<file path="config.mk">
export PLATFORM = sky130hd
export DESIGN_NAME = adc_input_clock_control
export DESIGN_NICKNAME = d
export VERILOG_FILES = /design/src/adc_ctrl_pkg.sv /design/src/conv_clock_divider.sv /design/src/adc_input_clock_control.sv
export SDC_FILE = /design/constraint.sdc
export NUM_CORES = 1
export LEC_CHECK = 0
export BUFFER_PORTS_ARGS = -buffer_cell sky130_fd_sc_hd__clkbuf_2
export CAP_MARGIN = 20
export CORE_ASPECT_RATIO = 0.7
export CORE_MARGIN = 2
export CORE_UTILIZATION = 51
export DETAILED_ROUTE_END_ITERATION = 16
export GPL_TIMING_DRIVEN = 0
export PLACE_DENSITY = 0.91
export SLEW_MARGIN = 20
export SYNTH_ARGS = -nofsm -noshare
export SYNTH_HDL_FRONTEND = slang
export SYNTH_SLANG_ARGS = --single-unit
</file>
<file path="constraint.sdc">
create_clock -name sys_clk -period 2 [get_ports sys_clk]
set_clock_uncertainty 0.05 [all_clocks]
set_input_delay 0.5 -clock sys_clk [delete_from_list [all_inputs] [get_ports sys_clk]]
set_output_delay 0.5 -clock sys_clk [all_outputs]
set_load 0.005 [all_outputs]
</file>
<file path="src/adc_ctrl_pkg.sv">
// constants, register map and types shared by the converter control block
package adc_ctrl_pkg;

    // ==================================================================
    // register bus
    localparam int unsigned ADDR_W = 4;
    localparam int unsigned DATA_W = 32;
    localparam logic [ADDR_W-1:0] OFS_CTRL_MAIN = 4'h0;
    localparam logic [ADDR_W-1:0] OFS_SRC_CLK = 4'h4;
    localparam logic [ADDR_W-1:0] OFS_IRQ_STATUS = 4'h8;
    localparam logic [ADDR_W-1:0] OFS_IRQ_MASK = 4'hc;
    localparam logic [1:0] RESP_OKAY = 2'h0;
    localparam logic [1:0] RESP_SLVERR = 2'h2;

    // ==================================================================
    // converter_control_main fields
    localparam int unsigned CM_START_BIT = 7;
    localparam int unsigned CM_BUSY_BIT = 6;
    localparam int unsigned CM_PWR_BIT = 5;
    localparam int unsigned CM_FMT_BIT = 4;
    localparam int unsigned CM_CH_LSB = 0;
    localparam int unsigned CH_W = 4;
    localparam logic [7:0] CTRL_MAIN_RST = 8'h00;
    localparam logic [7:0] CTRL_MAIN_WMASK = 8'hbf;

    // ==================================================================
    // converter_source_clock_cfg fields
    localparam int unsigned SC_SRC_LSB = 5;
    localparam int unsigned SRC_W = 3;
    localparam int unsigned SC_REF_LSB = 3;
    localparam int unsigned REF_W = 2;
    localparam int unsigned SC_DIV_LSB = 0;
    localparam int unsigned DIV_W = 3;
    localparam logic [7:0] SRC_CLK_RST = 8'h00;

    // ==================================================================
    // codes
    localparam int unsigned NUM_EXT_CH = 4;
    localparam logic [SRC_W-1:0] SRC_EXT = 3'h0;
    localparam logic [SRC_W-1:0] SRC_BANDGAP = 3'h1;
    localparam logic [SRC_W-1:0] SRC_AMP0 = 3'h2;
    localparam logic [SRC_W-1:0] SRC_AMP1 = 3'h3;
    localparam logic [SRC_W-1:0] SRC_RSVD = 3'h4;
    localparam logic [REF_W-1:0] REF_SUPPLY = 2'h1;

    // ==================================================================
    // interrupt and timing
    localparam int unsigned IRQ_DONE_BIT = 0;
    localparam logic IRQ_MASK_RST = 1'b0;
    localparam int unsigned SAMPLE_CLKS = 4;
    localparam int unsigned CONVERT_CLKS = 12;

    typedef enum logic [3:0] {
        CONV_IDLE = 4'b0001,
        CONV_ARMED = 4'b0010,
        CONV_SAMPLE = 4'b0100,
        CONV_CONVERT = 4'b1000
    } conv_state_t;

endpackage : adc_ctrl_pkg

</file>
<file path="src/conv_clock_divider.sv">
// power-of-two divider giving one tick per converter clock period
`timescale 1ns/1ps
`default_nettype none

module conv_clock_divider #(
    parameter int unsigned SEL_W = adc_ctrl_pkg::DIV_W
) (
    input wire logic sys_clk,          // system clock
    input wire logic rst,              // synchronous reset, high
    input wire logic enable,           // run while converter is powered
    input wire logic [SEL_W-1:0] sel,  // divide by two to the power sel
    output logic tick                  // one-cycle pulse per converter clock
);
    import adc_ctrl_pkg::*;

    localparam int unsigned CW = (1 << SEL_W) - 1;

    typedef struct packed {
        logic [CW-1:0] cnt;
        logic tick;
    } div_state_t;

    localparam div_state_t DIV_RST = '{cnt: '0, tick: 1'b0};

    initial begin
        if (SEL_W < 1 || SEL_W > 5) begin
            $error("SEL_W out of range");
        end
    end

    div_state_t s_ff;
    div_state_t nxt_s;

    always_comb begin
        logic [CW-1:0] mask;
        mask = CW'((1 << sel) - 1);
        nxt_s = s_ff;
        if (!enable) begin
            nxt_s.cnt = '0;
            nxt_s.tick = 1'b0;
        end else begin
            nxt_s.tick = ((s_ff.cnt & mask) == mask);
            nxt_s.cnt = s_ff.cnt + 1'b1;
        end
    end

    always_ff @(posedge sys_clk) begin
        if (rst) begin
            s_ff <= DIV_RST;
        end else begin
            s_ff <= nxt_s;
        end
    end

    assign tick = s_ff.tick;

endmodule : conv_clock_divider

`default_nettype wire

</file>
<file path="src/adc_input_clock_control.sv">
// converter control: registers, routing and conversion sequencing
`timescale 1ns/1ps
`default_nettype none

// Functional notes
// - channel codes 0 to 3 route analog pins 0 to 3; higher codes route none
// - source 000 and 101-111 external, 001 bandgap, 010 amp0, 011 amp1, 100 reserved
// - reference 01 takes converter supply; 00 and 1x take the external pin
// - clock field divides system clock by two to the power of its code
// - a conversion starts only after the start bit goes high then low
// - busy flag reads one from successful start until conversion ends
// - at completion busy clears and the interrupt request flag sets
// - an enabled interrupt request raises the interrupt output on completion
// - converter circuitry is powered only while the power enable bit is high
// - a conversion is 4 sampling plus 12 converting clocks, 16 in total
module adc_input_clock_control #(
    parameter int unsigned SAMPLE_LEN = adc_ctrl_pkg::SAMPLE_CLKS,
    parameter int unsigned CONVERT_LEN = adc_ctrl_pkg::CONVERT_CLKS
) (
    input wire logic sys_clk,                                // system clock, 200 MHz
    input wire logic rst,                                    // synchronous reset, high
    input wire logic [adc_ctrl_pkg::ADDR_W-1:0] s_axi_awaddr, // write address
    input wire logic s_axi_awvalid,                          // write address valid
    output logic s_axi_awready,                              // write address ready
    input wire logic [adc_ctrl_pkg::DATA_W-1:0] s_axi_wdata,  // write data
    input wire logic [3:0] s_axi_wstrb,                      // write byte strobes
    input wire logic s_axi_wvalid,                           // write data valid
    output logic s_axi_wready,                               // write data ready
    output logic [1:0] s_axi_bresp,                          // write response
    output logic s_axi_bvalid,                               // write response valid
    input wire logic s_axi_bready,                           // write response ready
    input wire logic [adc_ctrl_pkg::ADDR_W-1:0] s_axi_araddr, // read address
    input wire logic s_axi_arvalid,                          // read address valid
    output logic s_axi_arready,                              // read address ready
    output logic [adc_ctrl_pkg::DATA_W-1:0] s_axi_rdata,      // read data
    output logic [1:0] s_axi_rresp,                          // read response
    output logic s_axi_rvalid,                               // read data valid
    input wire logic s_axi_rready,                           // read data ready
    output logic [adc_ctrl_pkg::NUM_EXT_CH-1:0] analog_pin_en, // analog pin switches
    output logic ext_path_sel,                               // external channel feeds converter
    output logic bandgap_reference_sel,                      // bandgap feeds converter
    output logic amp0_output_sel,                            // amplifier 0 feeds converter
    output logic amp1_output_sel,                            // amplifier 1 feeds converter
    output logic ref_supply_sel,                             // reference from supply
    output logic ref_pin_sel,                                // reference from external pin
    output logic converter_power,                            // analog power switch
    output logic data_format,                                // result format bit
    output logic sample_active,                              // sampling phase
    output logic convert_active,                             // conversion phase
    output logic conversion_busy_flag,                       // conversion under way
    output logic conv_done,                                  // one-cycle completion pulse
    output logic irq                                         // level interrupt
);
    import adc_ctrl_pkg::*;

    localparam int unsigned CNT_W = $clog2((SAMPLE_LEN > CONVERT_LEN ? SAMPLE_LEN : CONVERT_LEN) + 1);
    localparam logic [CNT_W-1:0] SAMPLE_LAST = CNT_W'(SAMPLE_LEN - 1);
    localparam logic [CNT_W-1:0] CONVERT_LAST = CNT_W'(CONVERT_LEN - 1);

    initial begin
        if (SAMPLE_LEN < 1 || CONVERT_LEN < 1) begin
            $error("phase lengths must be at least one");
        end
    end

    // ==================================================================
    // state
    typedef struct packed {
        logic awready;
        logic wready;
        logic arready;
        logic bvalid;
        logic [1:0] bresp;
        logic rvalid;
        logic [DATA_W-1:0] rdata;
        logic [1:0] rresp;
        logic aw_got;
        logic w_got;
        logic [ADDR_W-1:0] awaddr;
        logic [7:0] wbyte;
        logic wlane;
        logic [7:0] ctrl_main;
        logic [7:0] src_clk;
        logic irq_status;
        logic irq_mask;
        conv_state_t cst;
        logic [CNT_W-1:0] cnt;
        logic [NUM_EXT_CH-1:0] pin_en;
        logic ext_sel;
        logic bg_sel;
        logic a0_sel;
        logic a1_sel;
        logic rsup;
        logic rpin;
        logic pwr;
        logic fmt;
        logic smp;
        logic cnv;
        logic busy;
        logic done;
        logic irq;
    } ctl_state_t;

    localparam ctl_state_t CTL_RST = '{
        bresp: RESP_OKAY,
        rresp: RESP_OKAY,
        ctrl_main: CTRL_MAIN_RST,
        src_clk: SRC_CLK_RST,
        irq_mask: IRQ_MASK_RST,
        cst: CONV_IDLE,
        default: '0
    };

    ctl_state_t s_ff;
    ctl_state_t nxt_s;
    logic tick;

    // ==================================================================
    // decode helpers
    function automatic logic [3:0] reg_sel(input logic [ADDR_W-1:0] a);
        reg_sel = 4'h0;
        unique case (a)
            OFS_CTRL_MAIN: reg_sel = 4'h1;
            OFS_SRC_CLK: reg_sel = 4'h2;
            OFS_IRQ_STATUS: reg_sel = 4'h4;
            OFS_IRQ_MASK: reg_sel = 4'h8;
            default: reg_sel = 4'h0;
        endcase
    endfunction : reg_sel

    function automatic logic [NUM_EXT_CH-1:0] pin_decode(input logic [CH_W-1:0] ch);
        pin_decode = '0;
        if (ch < CH_W'(NUM_EXT_CH)) begin
            pin_decode[ch[$clog2(NUM_EXT_CH)-1:0]] = 1'b1;
        end
    endfunction : pin_decode

    // ==================================================================
    // converter clock
    conv_clock_divider #(
        .SEL_W(DIV_W)
    ) u_div (
        .sys_clk(sys_clk),
        .rst(rst),
        .enable(s_ff.pwr),
        .sel(s_ff.src_clk[SC_DIV_LSB +: DIV_W]),
        .tick(tick)
    );

    // ==================================================================
    // next state
    always_comb begin
        logic [3:0] wsel;
        logic [3:0] rsel;
        logic irq_clr;
        logic start_fall;
        logic done_evt;
        logic [SRC_W-1:0] src;
        logic [7:0] rbyte;
        wsel = 4'h0;
        rsel = 4'h0;
        irq_clr = 1'b0;
        start_fall = 1'b0;
        done_evt = 1'b0;
        src = '0;
        rbyte = 8'h00;
        nxt_s = s_ff;

        // write channel
        if (s_axi_awvalid && s_ff.awready) begin
            nxt_s.aw_got = 1'b1;
            nxt_s.awaddr = s_axi_awaddr;
        end
        if (s_axi_wvalid && s_ff.wready) begin
            nxt_s.w_got = 1'b1;
            nxt_s.wbyte = s_axi_wdata[7:0];
            nxt_s.wlane = s_axi_wstrb[0];
        end
        if (s_ff.aw_got && s_ff.w_got && !s_ff.bvalid) begin
            wsel = reg_sel(s_ff.awaddr);
            nxt_s.aw_got = 1'b0;
            nxt_s.w_got = 1'b0;
            nxt_s.bvalid = 1'b1;
            nxt_s.bresp = (wsel == 4'h0) ? RESP_SLVERR : RESP_OKAY;
            if (s_ff.wlane) begin
                if (wsel[0]) begin
                    nxt_s.ctrl_main = s_ff.wbyte & CTRL_MAIN_WMASK;
                end
                if (wsel[1]) begin
                    nxt_s.src_clk = s_ff.wbyte;
                end
                if (wsel[2]) begin
                    irq_clr = s_ff.wbyte[IRQ_DONE_BIT];
                end
                if (wsel[3]) begin
                    nxt_s.irq_mask = s_ff.wbyte[IRQ_DONE_BIT];
                end
            end
        end
        if (s_ff.bvalid && s_axi_bready) begin
            nxt_s.bvalid = 1'b0;
        end
        nxt_s.awready = !nxt_s.aw_got && !nxt_s.bvalid;
        nxt_s.wready = !nxt_s.w_got && !nxt_s.bvalid;

        // read channel
        if (s_axi_arvalid && s_ff.arready) begin
            rsel = reg_sel(s_axi_araddr);
            if (rsel[0]) begin
                rbyte = s_ff.ctrl_main;
                rbyte[CM_BUSY_BIT] = s_ff.busy;
            end
            if (rsel[1]) begin
                rbyte = s_ff.src_clk;
            end
            if (rsel[2]) begin
                rbyte[IRQ_DONE_BIT] = s_ff.irq_status;
            end
            if (rsel[3]) begin
                rbyte[IRQ_DONE_BIT] = s_ff.irq_mask;
            end
            nxt_s.rvalid = 1'b1;
            nxt_s.rdata = {{(DATA_W-8){1'b0}}, rbyte};
            nxt_s.rresp = (rsel == 4'h0) ? RESP_SLVERR : RESP_OKAY;
        end else if (s_ff.rvalid && s_axi_rready) begin
            nxt_s.rvalid = 1'b0;
        end
        nxt_s.arready = !nxt_s.rvalid;

        // conversion sequence
        start_fall = s_ff.ctrl_main[CM_START_BIT] && !nxt_s.ctrl_main[CM_START_BIT];
        unique case (s_ff.cst)
            CONV_IDLE: begin
                nxt_s.cnt = '0;
                if (start_fall && nxt_s.ctrl_main[CM_PWR_BIT]) begin
                    nxt_s.cst = CONV_ARMED;
                end
            end
            CONV_ARMED: begin
                if (tick) begin
                    nxt_s.cst = CONV_SAMPLE;
                end
            end
            CONV_SAMPLE: begin
                if (tick) begin
                    if (s_ff.cnt == SAMPLE_LAST) begin
                        nxt_s.cst = CONV_CONVERT;
                        nxt_s.cnt = '0;
                    end else begin
                        nxt_s.cnt = s_ff.cnt + 1'b1;
                    end
                end
            end
            CONV_CONVERT: begin
                if (tick) begin
                    if (s_ff.cnt == CONVERT_LAST) begin
                        nxt_s.cst = CONV_IDLE;
                        nxt_s.cnt = '0;
                        done_evt = 1'b1;
                    end else begin
                        nxt_s.cnt = s_ff.cnt + 1'b1;
                    end
                end
            end
            default: begin
                nxt_s.cst = CONV_IDLE;
                nxt_s.cnt = '0;
            end
        endcase
        // losing power abandons a conversion without completion
        if (!nxt_s.ctrl_main[CM_PWR_BIT]) begin
            nxt_s.cst = CONV_IDLE;
            nxt_s.cnt = '0;
            done_evt = 1'b0;
        end

        // interrupt: completion wins over a same-cycle clear
        nxt_s.irq_status = (s_ff.irq_status & !irq_clr) | done_evt;
        nxt_s.irq = nxt_s.irq_status && nxt_s.irq_mask;
        nxt_s.done = done_evt;
        nxt_s.busy = (nxt_s.cst != CONV_IDLE);
        nxt_s.smp = (nxt_s.cst == CONV_SAMPLE);
        nxt_s.cnv = (nxt_s.cst == CONV_CONVERT);

        // routing
        src = nxt_s.src_clk[SC_SRC_LSB +: SRC_W];
        nxt_s.pin_en = pin_decode(nxt_s.ctrl_main[CM_CH_LSB +: CH_W]);
        nxt_s.ext_sel = (src == SRC_EXT) || (src > SRC_RSVD);
        nxt_s.bg_sel = (src == SRC_BANDGAP);
        nxt_s.a0_sel = (src == SRC_AMP0);
        nxt_s.a1_sel = (src == SRC_AMP1);
        nxt_s.rsup = (nxt_s.src_clk[SC_REF_LSB +: REF_W] == REF_SUPPLY);
        nxt_s.rpin = !nxt_s.rsup;
        nxt_s.pwr = nxt_s.ctrl_main[CM_PWR_BIT];
        nxt_s.fmt = nxt_s.ctrl_main[CM_FMT_BIT];
    end

    always_ff @(posedge sys_clk) begin
        if (rst) begin
            s_ff <= CTL_RST;
        end else begin
            s_ff <= nxt_s;
        end
    end

    // ==================================================================
    // outputs
    assign s_axi_awready = s_ff.awready;
    assign s_axi_wready = s_ff.wready;
    assign s_axi_bvalid = s_ff.bvalid;
    assign s_axi_bresp = s_ff.bresp;
    assign s_axi_arready = s_ff.arready;
    assign s_axi_rvalid = s_ff.rvalid;
    assign s_axi_rdata = s_ff.rdata;
    assign s_axi_rresp = s_ff.rresp;
    assign analog_pin_en = s_ff.pin_en;
    assign ext_path_sel = s_ff.ext_sel;
    assign bandgap_reference_sel = s_ff.bg_sel;
    assign amp0_output_sel = s_ff.a0_sel;
    assign amp1_output_sel = s_ff.a1_sel;
    assign ref_supply_sel = s_ff.rsup;
    assign ref_pin_sel = s_ff.rpin;
    assign converter_power = s_ff.pwr;
    assign data_format = s_ff.fmt;
    assign sample_active = s_ff.smp;
    assign convert_active = s_ff.cnv;
    assign conversion_busy_flag = s_ff.busy;
    assign conv_done = s_ff.done;
    assign irq = s_ff.irq;

endmodule : adc_input_clock_control

`default_nettype wire

</file>
==> results.json <==
{
  "outcome": "finished clean",
  "maxSlewHeadroom_pct": 60.24,
  "cts_sinks": 78,
  "grt_util_met3_pct": 6.211,
  "worstPathCellList": "buf_2, or4b_4, or3_4, a21o_1, a211oi_2",
  "hold_end": "s_ff[43]",
  "fillers": 529,
  "fin_crit_ps": 1912,
  "r2r_cells": 5,
  "core-area_um2": 6725,
  "critPathMaxStageDelay_ps": 500,
  "synth_ff_type": "dfxtp_1",
  "critPathKind": "reg -> reg",
  "drtIter0Drc": 192,
  "synth_cells": 401,
  "hpwl_mm": 6.046,
  "yosys_warnings": 0,
  "grt_pass1_wl_mm": 13.53,
  "rrSetupSlack_ps": 90,
  "final_cell_mix": "78 x dfxtp_1, 55 x clkbuf_2, 44 x buf_4, 43 x nor2_1, 39 x nand2_1",
  "fin_nets": 545,
  "holdBufCountCts": 0,
  "fin_tns_setup_ps": 0,
  "wl_per_cell_um": 14.36,
  "slowest_stage": "or4b_4",
  "viasPerCell": 5.276,
  "hp-class": "in -> reg",
  "avgSynthCellArea_um2": 8.818,
  "drive_above_1_share_pct": 25.96,
  "htree_num_levels": 3,
  "die_width_um": 103.5,
  "wirelength_mm": 8.488,
  "use_met1_pct": 28.74,
  "slew_viol_final": 0,
  "endpoint_kind": "flip-flop",
  "multi_input_area_um2": 1649,
  "numCtsBuffers": 9,
  "grt_max_degree": 14,
  "ir_drop_mv": 0.3535,
  "clk_pin_slew_worst_paths_ps": 80,
  "startpoint_type": "flip-flop",
  "ant_nets": 0,
  "worstSkewPairLatency_ps": 350,
  "grt-ovfl-total": 0,
  "power_density_nw_per_um2": 734.8,
  "drc": 0,
  "grt_busiest_layer": "met2",
  "tightest_slew_ps": 596.3,
  "cts_root_buf": "clkbuf_8",
  "timing.rr.start": "s_ff[21]",
  "worstPathArrival_ps": 2140,
  "maxClockFrequency_ghz": 0.5229,
  "ys_types": 57,
  "gp_congestion": 0.8606,
  "period_share_pct": 95.62,
  "final-seq-area_um2": 1562,
  "rows": 25,
  "num_vias": 3118,
  "num_io_pins": 109,
  "die_area_um2": 7626,
  "final_common_cell": "dfxtp_1",
  "portBuffers": 54,
  "placed_cell_area_um2": 4018,
  "cp.required_ps": 2220,
  "antenna_cells": 0,
  "antenna_found_initial": 0,
  "setup_viol": 0,
  "first_pass_iters": 5,
  "reg2reg_to": "irq",
  "hp-start": "s_axi_wstrb[0]",
  "p_leak_nw": 1.835,
  "syn_to_final_growth_pct": 20.59,
  "finalHoldViolCount": 0,
  "fp.dieH_um": 73.67,
  "clk_path_buf_depth": 2,
  "yosysSeqAreaShare_pct": 44.16,
  "stdcell_area_um2": 4264,
  "cp_top_family": "simple AND/OR/NAND/NOR gates",
  "grt_pass1_vias": 2892,
  "design_power_total_mw": 3.133,
  "grt_usage_pct": 22.48,
  "synth_edf_count": 0,
  "path_buf_inv": 1,
  "cts_tree": "built",
  "use_met2_pct": 36.94,
  "synth_seq_cells": 78,
  "crit_path_max_fanout": 10,
  "hold_depth": 3,
  "synth_area_um2": 3536,
  "start_util_pct": 52.58,
  "drv_cap": 0,
  "ys_async_sr_fraction_pct": 0
}
-- cell families after synthesis --
group | Yosys count | share of synthesized area, %
buf+inv | 69 | 12.00
fa+ha+maj | 2 | 0.7076
simple gates | 159 | 22.93
other cells | 1 | 0.1061
xor+xnor | 9 | 2.229
flops | 78 | 44.16
mux | 22 | 6.617
compound gates | 61 | 11.25
-- flip-flops by register name (all words and copies together), names as in the netlist, 4 cells and up --
| name | cells |
|---|---|
| s_axi_rdata | 8 |
| s_ff | 40 |
| analog_pin_en | 4 |
| u_div.s_ff | 7 |
-- synthesized netlist by cell type (2+ instances only) --
master	number	area share [%]
buf_4	41	8.7
o32ai_1	2	0.50
a22oi_1	3	0.64
nor4_1	7	1.2
and3b_1	2	0.50
clkbuf_1	16	1.7
a31oi_1	2	0.35
and3_1	2	0.35
nand4_1	3	0.53
nand2_1	39	4.1
a21oi_1	31	4.4
nor3_1	18	2.5
xnor2_1	4	0.99
xor2_1	5	1.2
buf_2	3	0.42
nand3_1	14	2.0
mux2i_1	20	5.7
dfxtp_1	78	44
o31ai_1	3	0.64
a221o_1	2	0.57
nor2b_1	3	0.53
inv_1	7	0.74
and2_1	4	0.71
a211oi_1	2	0.42
nor2_1	43	4.6
or2_1	2	0.35
nor3b_1	2	0.42
nand3b_1	2	0.42
nand2b_1	4	0.71
ha_1	2	0.71
or3_1	3	0.53
nand4b_1	3	0.74
o211ai_1	2	0.42
o21ai_0	4	0.57
-- worst min-delay path, delay by kind of cell --
| kind | cells | cell delay (ps) |
|---|---|---|
| buffers and inverters | 1 | 80 |
| AO/OA/AOI/OAI | 1 | 50 |
| AND/OR/NAND/NOR | 1 | 50 |
-- layout make-up --
| type | count | area share [%] |
|---|---|---|
| tap | 94 | 2.758 |
| inverter | 7 | 0.6162 |
| timing repair buffer | 56 | 6.690 |
| buffer | 61 | 9.419 |
| sequential | 78 | 36.62 |
| clock buffer | 10 | 3.228 |
| multi-input combinational | 279 | 38.67 |
| clock inverter | 6 | 1.995 |
-- where the power goes --
part	total (mW)	switching [mW]	internal [mW]	leakage, nW
combinational	0.221	0.120	0.101	1.10
clock	1.30	0.570	0.732	0.108
sequential	1.61	0.0306	1.58	0.632
total	3.13	0.721	2.41	1.84
-- metrics by stage --
step | cells | hold slack (ps) | worst slack [ps] | util (%)
2_1_floorplan | 426 | 374.8 | 204.4 | -
3_3_place_gp | 574 | 398.6 | -139.5 | 59.74
3_5_place_dp | 574 | 417.1 | -176.9 | 59.74
4_1_cts | 590 | 302.8 | 23.48 | 63.07
5_1_grt | 591 | 319.5 | -13.90 | 63.40
6_report | 591 | 320.7 | 87.50 | 63.40
-- worst max path at each step --
stage,cells past startpoint,end,startpoint,slack (ps)
4_1_cts,5,s_ff[21],s_ff[52],20
3_3_place_gp,5,s_ff[40],rst,-140
5_1_grt,6,s_ff[22],s_ff[57],-10
3_5_place_dp,5,s_axi_rdata[2],rst,-180
2_1_floorplan,5,irq,s_ff[22],200
6_report,5,irq,s_ff[21],90
-- metal layers --
| metal | vias up | wire (µm) |
|---|---|---|
| met3 | 24 | 599 |
| li1 | 1506 | - |
| met5 | - | 0 |
| met2 | 136 | 3930 |
| met4 | 0 | 140 |
| met1 | 1452 | 3817 |
-- what timing repair did --
action                                 CTS  global route
pin swaps                                0             1
endpoints found under the hold margin    0             0
setup endpoints to repair                4            15
gates resized for setup                  1             6
setup buffers                            0             2
No activity file was read; power rests on OpenSTA's default activity.
